===== src/design/qup_map.svh =====
// constants for the single-channel serial block: offsets, fields, resets, timing
// assumes one 10 MHz clock and a byte-wide register port with three address bits
`ifndef QUP_MAP_SVH
`define QUP_MAP_SVH
`define QUP_ADDR_DATA      3'h0
`define QUP_ADDR_LINE_CTL  3'h1
`define QUP_ADDR_DIV_LO    3'h2
`define QUP_ADDR_DIV_HI    3'h3
`define QUP_ADDR_MODEM_CTL 3'h4
`define QUP_ADDR_STATUS    3'h5
`define QUP_ADDR_FLOW_THR  3'h6
`define QUP_ADDR_READY_SUM 3'h7
`define QUP_LCR_LEN_LSB    0
`define QUP_LCR_STOP_BIT   2
`define QUP_LCR_PAR_EN     3
`define QUP_LCR_PAR_EVEN   4
`define QUP_MODEM_LOOP_BIT 4
`define QUP_MODEM_PRESC_BIT 7
`define QUP_LCR_RESET      8'h03
`define QUP_FLOW_RESET     8'h84
`define QUP_DIV_RESET      16'h0001
`define QUP_PRESC_RATIO    2'h3
`define QUP_FIFO_DEPTH     64
`define QUP_IDLE_CHARS     4
`endif


===== src/design/qup_pkg.sv =====
// types for the serial block
// assumes qup_map.svh supplies the numeric constants
package qup_pkg;
  typedef enum logic [2:0] {QUP_TX_IDLE, QUP_TX_START, QUP_TX_DATA, QUP_TX_PAR,
                            QUP_TX_STOP} qup_tx_state_t;
  typedef enum logic [2:0] {QUP_RX_IDLE, QUP_RX_START, QUP_RX_DATA, QUP_RX_PAR,
                            QUP_RX_STOP} qup_rx_state_t;
endpackage


===== src/design/qup_fifo.sv =====
// parameterised first-in first-out queue in flip-flops
// assumes one clock domain, valid/ready on both sides
`timescale 1ns/10ps
module qup_fifo #(
  parameter int WIDTH = 8,
  parameter int DEPTH = 64,
  parameter int AW    = 6
) (
  // clock and reset
  input  wire logic             sys_clk,
  input  wire logic             rst_n,
  // fill side
  input  wire logic             in_valid,
  output logic                  in_ready,
  input  wire logic [WIDTH-1:0] in_data,
  // drain side
  output logic                  out_valid,
  input  wire logic             out_ready,
  output logic [WIDTH-1:0]      out_data,
  // fill level
  output logic [AW:0]           level
);
  logic [WIDTH-1:0] mem_reg [DEPTH];
  logic [AW-1:0]    wr_reg;
  logic [AW-1:0]    rd_reg;
  logic [AW:0]      cnt_reg;
  logic             push;
  logic             pop;

  assign in_ready  = (cnt_reg < (AW+1)'(DEPTH));
  assign out_valid = (cnt_reg != '0);
  assign push      = in_valid && in_ready;
  assign pop       = out_valid && out_ready;
  assign out_data  = mem_reg[rd_reg];
  assign level     = cnt_reg;

  always_ff @(posedge sys_clk) begin
    if (push) begin
      mem_reg[wr_reg] <= in_data;
    end
  end

  always_ff @(posedge sys_clk or negedge rst_n) begin
    if (!rst_n) begin
      wr_reg  <= '0;
      rd_reg  <= '0;
      cnt_reg <= '0;
    end else begin
      if (push) wr_reg <= wr_reg + 1'b1;
      if (pop) rd_reg <= rd_reg + 1'b1;
      cnt_reg <= cnt_reg + (AW+1)'(push) - (AW+1)'(pop);
    end
  end
endmodule // qup_fifo


===== src/design/qup_sync.sv =====
// two-flip-flop synchroniser for a pin level
// assumes the input is asynchronous to sys_clk
`timescale 1ns/10ps
module qup_sync #(
  parameter logic INIT = 1'b1
) (
  // clock and reset
  input  wire logic sys_clk,
  input  wire logic rst_n,
  // level
  input  wire logic pin,
  output logic      level
);
  logic meta_reg;

  always_ff @(posedge sys_clk or negedge rst_n) begin
    if (!rst_n) begin
      meta_reg <= INIT;
      level    <= INIT;
    end else begin
      meta_reg <= pin;
      level    <= meta_reg;
    end
  end
endmodule // qup_sync


===== src/design/qup_uart.sv =====
// one serial channel: register port, prescaler, divisor, framing, queues
// assumes host strobes are asynchronous and held at least three sys_clk cycles
`timescale 1ns/10ps
`include "qup_map.svh"
module qup_uart (
  // clock and reset
  input  wire logic       sys_clk,
  input  wire logic       rst_n,
  // strap
  input  wire logic       prescaler_select_input,
  // register port
  input  wire logic       channel_select_n,
  input  wire logic       read_strobe_n,
  input  wire logic       write_strobe_n,
  input  wire logic [2:0] register_address,
  input  wire logic [7:0] data_bus_in,
  output logic      [7:0] data_bus_out,
  output logic            data_bus_oe_n,
  // other channels' ready flags for the summary register
  input  wire logic [2:0] peer_transmit_ready,
  input  wire logic [2:0] peer_receive_ready,
  // serial line and modem
  output logic            serial_out,
  input  wire logic       serial_in,
  input  wire logic       carrier_detect_n,
  output logic            request_to_send_n,
  // status
  output logic            transmit_ready_flag,
  output logic            receive_ready_flag,
  output logic            rx_threshold_irq,
  output logic            tx_threshold_irq,
  output logic            carrier_present
);
  logic       cs_s, rd_s, wr_s, rx_s, sel_s, carrier_present_n_s;
  logic       rd_d_reg, rd_dd_reg, wr_d_reg;
  logic       rd_pulse, wr_pulse;
  logic [2:0] addr_reg;
  logic [7:0] wdat_reg;
  logic [7:0] line_ctl_reg;
  logic [7:0] modem_control_reg;
  logic [7:0] flow_threshold_reg;
  logic [15:0] divisor_reg;
  logic       strap_pending_reg;
  logic [1:0] presc_reg;
  logic       presc_tick;
  logic [15:0] div_reg;
  logic       bit_tick;
  logic [3:0] os_reg;
  logic       os_tick;
  logic [2:0] char_len;
  logic       tx_in_valid, tx_in_ready, tx_out_valid, tx_out_ready;
  logic [7:0] tx_out_data;
  logic [6:0] tx_level, rx_level;
  logic       rx_in_valid, rx_in_ready, rx_out_valid, rx_out_ready;
  logic [7:0] rx_out_data;
  qup_pkg::qup_tx_state_t tx_state_reg;
  qup_pkg::qup_rx_state_t rx_state_reg;
  logic [7:0] tx_sh_reg;
  logic [2:0] tx_cnt_reg;
  logic [4:0] tx_os_reg;
  logic       tx_par_reg;
  logic       tx_started_reg;
  logic [7:0] rx_sh_reg;
  logic [2:0] rx_cnt_reg;
  logic [3:0] rx_os_reg;
  logic       rx_par_reg;
  logic       rx_line;
  logic [5:0] idle_reg;
  logic       err_break_reg, err_idle_reg, err_frame_reg;
  logic       err_over_reg, err_par_reg, err_under_reg;
  logic       status_rd;

  qup_sync #(.INIT(1'b1)) u_cs  (.sys_clk(sys_clk), .rst_n(rst_n), .pin(channel_select_n),
                                 .level(cs_s));
  qup_sync #(.INIT(1'b1)) u_rd  (.sys_clk(sys_clk), .rst_n(rst_n), .pin(read_strobe_n),
                                 .level(rd_s));
  qup_sync #(.INIT(1'b1)) u_wr  (.sys_clk(sys_clk), .rst_n(rst_n), .pin(write_strobe_n),
                                 .level(wr_s));
  qup_sync #(.INIT(1'b1)) u_rx  (.sys_clk(sys_clk), .rst_n(rst_n), .pin(serial_in),
                                 .level(rx_s));
  // strap synchroniser keeps sampling through reset so release sees the pin
  qup_sync #(.INIT(1'b1)) u_sel (.sys_clk(sys_clk), .rst_n(1'b1),
                                 .pin(prescaler_select_input), .level(sel_s));
  qup_sync #(.INIT(1'b1)) u_cd  (.sys_clk(sys_clk), .rst_n(rst_n), .pin(carrier_detect_n),
                                 .level(carrier_present_n_s));

  // strobe edges, address and data sampled while the channel is selected
  always_ff @(posedge sys_clk or negedge rst_n) begin
    if (!rst_n) begin
      rd_d_reg  <= 1'b1;
      rd_dd_reg <= 1'b1;
      wr_d_reg  <= 1'b1;
    end else begin
      rd_d_reg  <= rd_s | cs_s;
      rd_dd_reg <= rd_d_reg;
      wr_d_reg <= wr_s | cs_s;
    end
  end

  // read acts one cycle late so addr_reg already holds this access's address
  assign rd_pulse = rd_dd_reg && !rd_d_reg;
  assign wr_pulse = !wr_d_reg && (wr_s | cs_s);

  always_ff @(posedge sys_clk or negedge rst_n) begin
    if (!rst_n) begin
      addr_reg <= 3'h0;
      wdat_reg <= 8'h00;
    end else if (!cs_s) begin
      addr_reg <= register_address;
      wdat_reg <= data_bus_in;
    end
  end

  // register writes; the prescaler bit is loaded from the strap after release
  always_ff @(posedge sys_clk or negedge rst_n) begin
    if (!rst_n) begin
      line_ctl_reg       <= `QUP_LCR_RESET;
      modem_control_reg  <= 8'h00;
      flow_threshold_reg <= `QUP_FLOW_RESET;
      divisor_reg        <= `QUP_DIV_RESET;
      strap_pending_reg  <= 1'b1;
    end else begin
      strap_pending_reg <= 1'b0;
      if (strap_pending_reg) begin
        modem_control_reg[`QUP_MODEM_PRESC_BIT] <= ~sel_s;
      end
      if (wr_pulse) begin
        case (addr_reg)
          `QUP_ADDR_LINE_CTL:  line_ctl_reg       <= wdat_reg;
          `QUP_ADDR_DIV_LO:    divisor_reg[7:0]   <= wdat_reg;
          `QUP_ADDR_DIV_HI:    divisor_reg[15:8]  <= wdat_reg;
          `QUP_ADDR_MODEM_CTL: modem_control_reg  <= wdat_reg;
          `QUP_ADDR_FLOW_THR:  flow_threshold_reg <= wdat_reg;
          default: ;
        endcase
      end
    end
  end

  // prescaler then divisor then sixteen-times oversample
  always_ff @(posedge sys_clk or negedge rst_n) begin
    if (!rst_n) begin
      presc_reg <= 2'h0;
    end else if (modem_control_reg[`QUP_MODEM_PRESC_BIT]) begin
      presc_reg <= presc_tick ? 2'h0 : presc_reg + 2'h1;
    end else begin
      presc_reg <= 2'h0;
    end
  end

  assign presc_tick = !modem_control_reg[`QUP_MODEM_PRESC_BIT] ||
                      (presc_reg == `QUP_PRESC_RATIO);

  always_ff @(posedge sys_clk or negedge rst_n) begin
    if (!rst_n) begin
      div_reg <= 16'h0001;
    end else if (presc_tick) begin
      div_reg <= (div_reg <= 16'h0001) ? divisor_reg : div_reg - 16'h0001;
    end
  end

  assign bit_tick = presc_tick && (div_reg <= 16'h0001) && (divisor_reg != 16'h0000);
  assign os_tick  = bit_tick;
  assign char_len = 3'(5 + line_ctl_reg[1:0]);

  // transmit queue
  assign tx_in_valid = wr_pulse && (addr_reg == `QUP_ADDR_DATA);
  qup_fifo #(.WIDTH(8), .DEPTH(`QUP_FIFO_DEPTH), .AW(6)) u_tx_fifo (
    .sys_clk(sys_clk), .rst_n(rst_n),
    .in_valid(tx_in_valid), .in_ready(tx_in_ready), .in_data(wdat_reg),
    .out_valid(tx_out_valid), .out_ready(tx_out_ready), .out_data(tx_out_data),
    .level(tx_level));

  assign tx_out_ready = (tx_state_reg == qup_pkg::QUP_TX_IDLE) && os_tick &&
                        (tx_os_reg == 5'h0);

  // transmitter, one sixteenth-bit step per os_tick
  always_ff @(posedge sys_clk or negedge rst_n) begin
    if (!rst_n) begin
      tx_state_reg <= qup_pkg::QUP_TX_IDLE;
      tx_sh_reg    <= 8'h00;
      tx_cnt_reg   <= 3'h0;
      tx_os_reg    <= 5'h0;
      tx_par_reg   <= 1'b0;
      serial_out   <= 1'b1;
    end else if (os_tick) begin
      tx_os_reg <= (tx_os_reg == 5'h0) ? 5'h0 : tx_os_reg - 5'h1;
      case (tx_state_reg)
        qup_pkg::QUP_TX_IDLE: begin
          serial_out <= 1'b1;
          if (tx_out_valid) begin
            tx_sh_reg    <= tx_out_data;
            tx_par_reg   <= ~line_ctl_reg[`QUP_LCR_PAR_EVEN];
            serial_out   <= 1'b0;
            tx_os_reg    <= 5'hf;
            tx_state_reg <= qup_pkg::QUP_TX_START;
          end
        end
        qup_pkg::QUP_TX_START, qup_pkg::QUP_TX_DATA: begin
          if (tx_os_reg == 5'h0) begin
            if (tx_state_reg == qup_pkg::QUP_TX_DATA && tx_cnt_reg == char_len - 3'h1) begin
              tx_state_reg <= line_ctl_reg[`QUP_LCR_PAR_EN] ? qup_pkg::QUP_TX_PAR
                                                           : qup_pkg::QUP_TX_STOP;
              serial_out   <= line_ctl_reg[`QUP_LCR_PAR_EN] ? tx_par_reg : 1'b1;
              tx_os_reg    <= line_ctl_reg[`QUP_LCR_PAR_EN] ? 5'hf :
                              (line_ctl_reg[`QUP_LCR_STOP_BIT] ?
                               (line_ctl_reg[1:0] == 2'h0 ? 5'h17 : 5'h1f) : 5'hf);
            end else begin
              tx_cnt_reg   <= (tx_state_reg == qup_pkg::QUP_TX_START) ? 3'h0 : tx_cnt_reg + 3'h1;
              serial_out   <= tx_sh_reg[0];
              tx_par_reg   <= tx_par_reg ^ tx_sh_reg[0];
              tx_sh_reg    <= {1'b0, tx_sh_reg[7:1]};
              tx_os_reg    <= 5'hf;
              tx_state_reg <= qup_pkg::QUP_TX_DATA;
            end
          end
        end
        qup_pkg::QUP_TX_PAR: begin
          if (tx_os_reg == 5'h0) begin
            serial_out   <= 1'b1;
            tx_os_reg    <= line_ctl_reg[`QUP_LCR_STOP_BIT] ?
                            (line_ctl_reg[1:0] == 2'h0 ? 5'h17 : 5'h1f) : 5'hf;
            tx_state_reg <= qup_pkg::QUP_TX_STOP;
          end
        end
        qup_pkg::QUP_TX_STOP: begin
          if (tx_os_reg == 5'h0) begin
            tx_state_reg <= qup_pkg::QUP_TX_IDLE;
          end
        end
        default: tx_state_reg <= qup_pkg::QUP_TX_IDLE;
      endcase
    end
  end

  // receive line, looped back from the transmitter when asked
  assign rx_line = modem_control_reg[`QUP_MODEM_LOOP_BIT] ? serial_out : rx_s;

  always_ff @(posedge sys_clk or negedge rst_n) begin
    if (!rst_n) begin
      rx_state_reg <= qup_pkg::QUP_RX_IDLE;
      rx_sh_reg    <= 8'h00;
      rx_cnt_reg   <= 3'h0;
      rx_os_reg    <= 4'h0;
      rx_par_reg   <= 1'b0;
    end else if (os_tick) begin
      rx_os_reg <= rx_os_reg - 4'h1;
      case (rx_state_reg)
        qup_pkg::QUP_RX_IDLE: begin
          if (!rx_line) begin
            rx_os_reg    <= 4'h7;
            rx_state_reg <= qup_pkg::QUP_RX_START;
          end
        end
        qup_pkg::QUP_RX_START: begin
          if (rx_os_reg == 4'h0) begin
            rx_state_reg <= rx_line ? qup_pkg::QUP_RX_IDLE : qup_pkg::QUP_RX_DATA;
            rx_cnt_reg   <= 3'h0;
            rx_par_reg   <= ~line_ctl_reg[`QUP_LCR_PAR_EVEN];
            rx_os_reg    <= 4'hf;
          end
        end
        qup_pkg::QUP_RX_DATA: begin
          if (rx_os_reg == 4'h0) begin
            rx_sh_reg  <= {rx_line, rx_sh_reg[7:1]};
            rx_par_reg <= rx_par_reg ^ rx_line;
            rx_cnt_reg <= rx_cnt_reg + 3'h1;
            if (rx_cnt_reg == char_len - 3'h1) begin
              rx_state_reg <= line_ctl_reg[`QUP_LCR_PAR_EN] ? qup_pkg::QUP_RX_PAR
                                                           : qup_pkg::QUP_RX_STOP;
            end
          end
        end
        qup_pkg::QUP_RX_PAR: begin
          if (rx_os_reg == 4'h0) begin
            rx_par_reg   <= rx_par_reg ^ rx_line;
            rx_state_reg <= qup_pkg::QUP_RX_STOP;
          end
        end
        qup_pkg::QUP_RX_STOP: begin
          if (rx_os_reg == 4'h0) begin
            rx_state_reg <= qup_pkg::QUP_RX_IDLE;
          end
        end
        default: rx_state_reg <= qup_pkg::QUP_RX_IDLE;
      endcase
    end
  end

  // received byte aligned so bit 0 is the first bit on the line
  logic [7:0] rx_byte;
  assign rx_byte = rx_sh_reg >> (2'h3 - line_ctl_reg[1:0]);
  assign rx_in_valid = os_tick && (rx_state_reg == qup_pkg::QUP_RX_STOP) &&
                       (rx_os_reg == 4'h0) && rx_line;

  qup_fifo #(.WIDTH(8), .DEPTH(`QUP_FIFO_DEPTH), .AW(6)) u_rx_fifo (
    .sys_clk(sys_clk), .rst_n(rst_n),
    .in_valid(rx_in_valid), .in_ready(rx_in_ready), .in_data(rx_byte),
    .out_valid(rx_out_valid), .out_ready(rx_out_ready), .out_data(rx_out_data),
    .level(rx_level));

  assign rx_out_ready = rd_pulse && (addr_reg == `QUP_ADDR_DATA);
  assign status_rd    = rd_pulse && (addr_reg == `QUP_ADDR_STATUS);

  // sticky error flags, set wins over the clear-on-read
  always_ff @(posedge sys_clk or negedge rst_n) begin
    if (!rst_n) begin
      err_break_reg <= 1'b0;
      err_idle_reg  <= 1'b0;
      err_frame_reg <= 1'b0;
      err_over_reg  <= 1'b0;
      err_par_reg   <= 1'b0;
      err_under_reg <= 1'b0;
      idle_reg      <= 6'h0;
      tx_started_reg <= 1'b0;
    end else begin
      if (status_rd) begin
        err_break_reg <= 1'b0;
        err_idle_reg  <= 1'b0;
        err_frame_reg <= 1'b0;
        err_over_reg  <= 1'b0;
        err_par_reg   <= 1'b0;
        err_under_reg <= 1'b0;
      end
      if (tx_out_ready && tx_out_valid) tx_started_reg <= 1'b1;
      if (os_tick && rx_state_reg == qup_pkg::QUP_RX_STOP && rx_os_reg == 4'h0) begin
        if (!rx_line && rx_sh_reg == 8'h00) err_break_reg <= 1'b1;
        else if (!rx_line) err_frame_reg <= 1'b1;
        if (line_ctl_reg[`QUP_LCR_PAR_EN] && rx_par_reg) err_par_reg <= 1'b1;
      end
      if (rx_in_valid && !rx_in_ready) err_over_reg <= 1'b1;
      if (tx_out_ready && !tx_out_valid && tx_started_reg) begin
        err_under_reg  <= 1'b1;
        tx_started_reg <= 1'b0;
      end
      if (bit_tick) begin
        idle_reg <= (rx_line && rx_state_reg == qup_pkg::QUP_RX_IDLE) ?
                    ((idle_reg == 6'h3f) ? idle_reg : idle_reg + 6'h1) : 6'h0;
        if (idle_reg == 6'(`QUP_IDLE_CHARS * 10) && rx_level != 7'h0) err_idle_reg <= 1'b1;
      end
    end
  end

  // flow control and ready outputs
  always_ff @(posedge sys_clk or negedge rst_n) begin
    if (!rst_n) begin
      request_to_send_n <= 1'b1;
    end else if (rx_level >= {flow_threshold_reg[3:0], 2'h0}) begin
      request_to_send_n <= 1'b1;
    end else if (rx_level <= {flow_threshold_reg[7:4], 2'h0}) begin
      request_to_send_n <= 1'b0;
    end
  end

  assign transmit_ready_flag = tx_in_ready;
  assign receive_ready_flag  = rx_out_valid;
  assign rx_threshold_irq    = rx_level >= {1'b0, flow_threshold_reg[7:4], 2'h0};
  assign tx_threshold_irq    = tx_level <= {1'b0, flow_threshold_reg[3:0], 2'h0};
  assign carrier_present     = !carrier_present_n_s;

  // read data held from the strobe edge
  always_ff @(posedge sys_clk or negedge rst_n) begin
    if (!rst_n) begin
      data_bus_out <= 8'h00;
    end else if (rd_pulse) begin
      case (addr_reg)
        `QUP_ADDR_DATA:      data_bus_out <= rx_out_data;
        `QUP_ADDR_LINE_CTL:  data_bus_out <= line_ctl_reg;
        `QUP_ADDR_DIV_LO:    data_bus_out <= divisor_reg[7:0];
        `QUP_ADDR_DIV_HI:    data_bus_out <= divisor_reg[15:8];
        `QUP_ADDR_MODEM_CTL: data_bus_out <= modem_control_reg;
        `QUP_ADDR_STATUS:    data_bus_out <= {carrier_present, err_under_reg, err_idle_reg,
                                              err_break_reg, err_frame_reg, err_par_reg,
                                              err_over_reg, rx_out_valid};
        `QUP_ADDR_FLOW_THR:  data_bus_out <= flow_threshold_reg;
        `QUP_ADDR_READY_SUM: data_bus_out <= {peer_receive_ready, rx_out_valid,
                                              peer_transmit_ready, tx_in_ready};
        default:             data_bus_out <= 8'h00;
      endcase
    end
  end

  assign data_bus_oe_n = rd_s | cs_s;
endmodule // qup_uart


===== config.mk =====
export PLATFORM = sky130hd
export DESIGN_NAME = qup_uart
export DESIGN_NICKNAME = d
export VERILOG_FILES = /design/src/design/qup_pkg.sv /design/src/design/qup_fifo.sv /design/src/design/qup_sync.sv /design/src/design/qup_uart.sv
export VERILOG_INCLUDE_DIRS = /design/src /design/src/design
export SDC_FILE = /design/constraint.sdc
export NUM_CORES = 1
export LEC_CHECK = 0
export BUFFER_PORTS_ARGS = -buffer_cell sky130_fd_sc_hd__buf_2
export CAP_MARGIN = 20
export CELL_PAD_IN_SITES_DETAIL_PLACEMENT = 1
export CELL_PAD_IN_SITES_GLOBAL_PLACEMENT = 1
export CORE_MARGIN = 10
export CORE_UTILIZATION = 46
export DETAILED_ROUTE_END_ITERATION = 10
export HOLD_SLACK_MARGIN = 0.15
export PLACE_DENSITY = 0.77
export SYNTH_ARGS = -nofsm -noshare
export SYNTH_HDL_FRONTEND = slang
export SYNTH_HIERARCHICAL = 1
export SYNTH_SLANG_ARGS = --single-unit

===== constraint.sdc =====
create_clock -name sys_clk -period 5.39 [get_ports sys_clk]
set_input_delay 1.3475 -clock sys_clk [delete_from_list [all_inputs] [get_ports sys_clk]]
set_output_delay 1.3475 -clock sys_clk [all_outputs]
set_load 0.05 [all_outputs]

==> results_dict.tcl <==
set metrics [dict create \
    status "finished clean" \
    dpl.hpwl_um 84200 \
    synth_common_cells "1024 x edfxtp_1, 276 x mux2i_1, 186 x nor2_1" \
    async_reset_ff_frac 0.153 \
    hold_viol 0 \
    fin_area_um2 55800 \
    skew_ns 0.117 \
    relSlewSlack 0.266 \
    syn_to_final_growth_pct 11.5 \
    synth.distinct_cells 84 \
    maxCapViolCount 0 \
    cellLeakagePower_nw 17.0 \
    setup.worst_path.start_class "register" \
    port_buffers 40 \
    synth_top_area_cell "edfxtp_1" \
    synth_edf_count 1024 \
    drt-met1-wl_um 54100 \
    synth_top_area_frac 0.614 \
    gr-total-overflow 0 \
    drtAntennaViolNets 0 \
    clk_pin_slew_worst_paths_ns 0.06 \
    critPathCaptureType "register" \
    synth_seq_cells 1209 \
    drt_first_pass_iters 5 \
    num_rows 120 \
    drive_above_1_share 0.182 \
    worstPathMaxFanout 10 \
    fin_tns_setup_ns 0 \
    holdBufCountCts 0 \
    antenna_found_initial 1 \
    slew_viol_final 0 \
    setup_viol 0 \
    synthTopCellsByArea "edfxtp_1 61%, dfrtp_1 8.0%, mux2i_1 5.5%, mux4_2 5.1%, mux2_2 1.9%" \
    cts_setup_buffers 0 \
    yosys.cell_count.top_type "edfxtp_1" \
    rsz0062_at_grt "no" \
    drc 0 \
    hold_path_class "register to register" \
    crit_type "register to register" \
    wl_met3_um 8850 \
    viasPerCell 6.24 \
    num_io_pins 41 \
    synth.yosys.warnings 6 \
    p_seq_frac 0.489 \
    vias 28300 \
    clkLatencyLatePin_ns 0.75 \
    cts_tree "done" \
    start_util 0.466 \
    grt_pass1_wl_um 201000 \
    ir_drop_mv 0.344 \
    grtUsageTotal 0.217 \
    top_layer_used "met5" \
    first_global_vias 29800 \
    coreArea_um2 108000 \
    fin_crit_ns 4.94 \
    cp_data_required_time_ns 5.71 \
    die_height_um 350 \
    cts_resized 0 \
    max_freq_mhz 203 \
    nets 3102 \
    period_share 0.916 \
    cts_buffers 117 \
    internal_power_mw 16.7 \
    routabilityCongestion 0.890 \
    routed_wl_um 134000 \
    n_fill_cell 9945 \
    fin_ws_ns 0.453 \
    cts_root_buf "clkbuf_16" \
    switching_power_mw 5.69 \
    wl_per_cell_um 29.6 \
    cts-htree-levels 3 \
    fp.dieW_um 350 \
    syn_inst 2974 \
    combPwrFrac 0.119 \
    max_slew.worst_pin.slew_ns 1.10 \
    synth_area_um2 50100 \
    powerDensity_nw_per_um2 401 \
    die_area_um2 122000 \
    grt_max_degree 111 \
    clockBufferDepth 3 \
    postPlaceCellArea_um2 51600 \
    clkSinkCount 1209 \
    clkPwrFrac 0.392 \
    syn_avg_cell_area_um2 16.8 \
    seq_area_frac_synth 0.707 \
    pre_cts_slack_ns 0.569 \
    cp.arrival_ns 5.26 \
    met2_length_um 67300 \
    drtIter0Drc 3034 \
    swShare 0.254 \
    synth_ff_type "edfxtp_1" \
]
[power groups by stage]
stage	registers [mW]	logic (mW)	clock network [mW]
detailed placement	11.1	2.63	0
global route	11.0	2.87	9.29
finish	11.0	2.67	8.77
floorplan	11.0	2.01	0
CTS	11.0	2.66	8.89
global placement	11.1	2.50	0
[worst max-delay path: stages, from the launching register on]
cell,delay [ns]
dfrtp_1,0.43
or4_4,0.59
nor4b_4,0.43
nand3_4,0.25
or3_1,0.51
nor2_1,0.11
nor2b_1,0.36
inv_1,0.17
nor2_1,0.26
nand2_1,0.58
nor2_1,0.79
[routing by layer]
layer / vias to the layer above / GRT usage
met4: 2 / 0.0657
met5: - / 0
met1: 14900 / 0.286
met3: 232 / 0.0301
li1: 11900 / -
met2: 1248 / 0.371
[per-stage QoR]
step / std cells / power, mW / utilization / hold slack (ns)
2_1_floorplan: 2975 / 13.0 / - / 0.345
3_3_place_gp: 4311 / 13.6 / 0.480 / 0.346
3_5_place_dp: 4312 / 13.8 / 0.480 / 0.348
4_1_cts: 4534 / 22.5 / 0.519 / 0.312
5_1_grt: 4538 / 23.2 / 0.519 / 0.315
6_report: 4539 / 22.4 / 0.519 / 0.309
[final cells by class]
| cell class | count | area, um^2 | area share |
|---|---|---|---|
| diodes | 1 | 2.50 | 0.0000448 |
| clock buffers | 148 | 3140 | 0.0563 |
| clock inverters | 74 | 1020 | 0.0183 |
| inverters | 66 | 248 | 0.00444 |
| multi-input cells | 1526 | 13400 | 0.240 |
| flip-flops and latches | 1209 | 35400 | 0.635 |
| well taps | 1403 | 1760 | 0.0314 |
| repair buffers | 112 | 812 | 0.0145 |
[cells by family (layout without fill, tap and decap cells)]
| logic type | count (synthesis) | in the layout | synth area share |
|---|---|---|---|
| flops | 1209 | 1209 | 0.707 |
| compound gates | 499 | 499 | 0.0689 |
| mux | 491 | 491 | 0.135 |
| simple gates | 451 | 451 | 0.0444 |
| buf+inv | 240 | 400 | 0.0265 |
| fa+ha+maj | 45 | 45 | 0.0115 |
| xor+xnor | 37 | 37 | 0.00647 |
| other cells | 2 | 4 | 0.000150 |
[final timing paths]
kind | from | to | slack (ns) | cells past startpoint
setup / recovery | div_reg[5] | u_rx_fifo/mem_reg[57][0] | 0.45 | 10
hold / removal | u_sel/meta_reg | u_sel/level | 0.31 | 0
setup reg to reg | div_reg[5] | u_rx_fifo/mem_reg[57][0] | 0.45 | 10
hold reg to reg | u_sel/meta_reg | u_sel/level | 0.31 | 0
max in group asynchronous | rst_n | wdat_reg[1] | 3.45 | 2
min in group asynchronous | rst_n | divisor_reg[3] | 0.72 | 1
[placed cells by master, fill, tap and decap left out, drive strengths merged, types with 67 or more instances in the layout]
cell       n
edfxtp  1024
o21ai    113
mux2      83
clkbuf   149
buf      111
mux4     132
nand2     79
inv       67
a221oi    75
mux2i    276
nor2     188
a21oi     81
dfrtp    161
No activity file was read; power rests on OpenSTA's default activity.
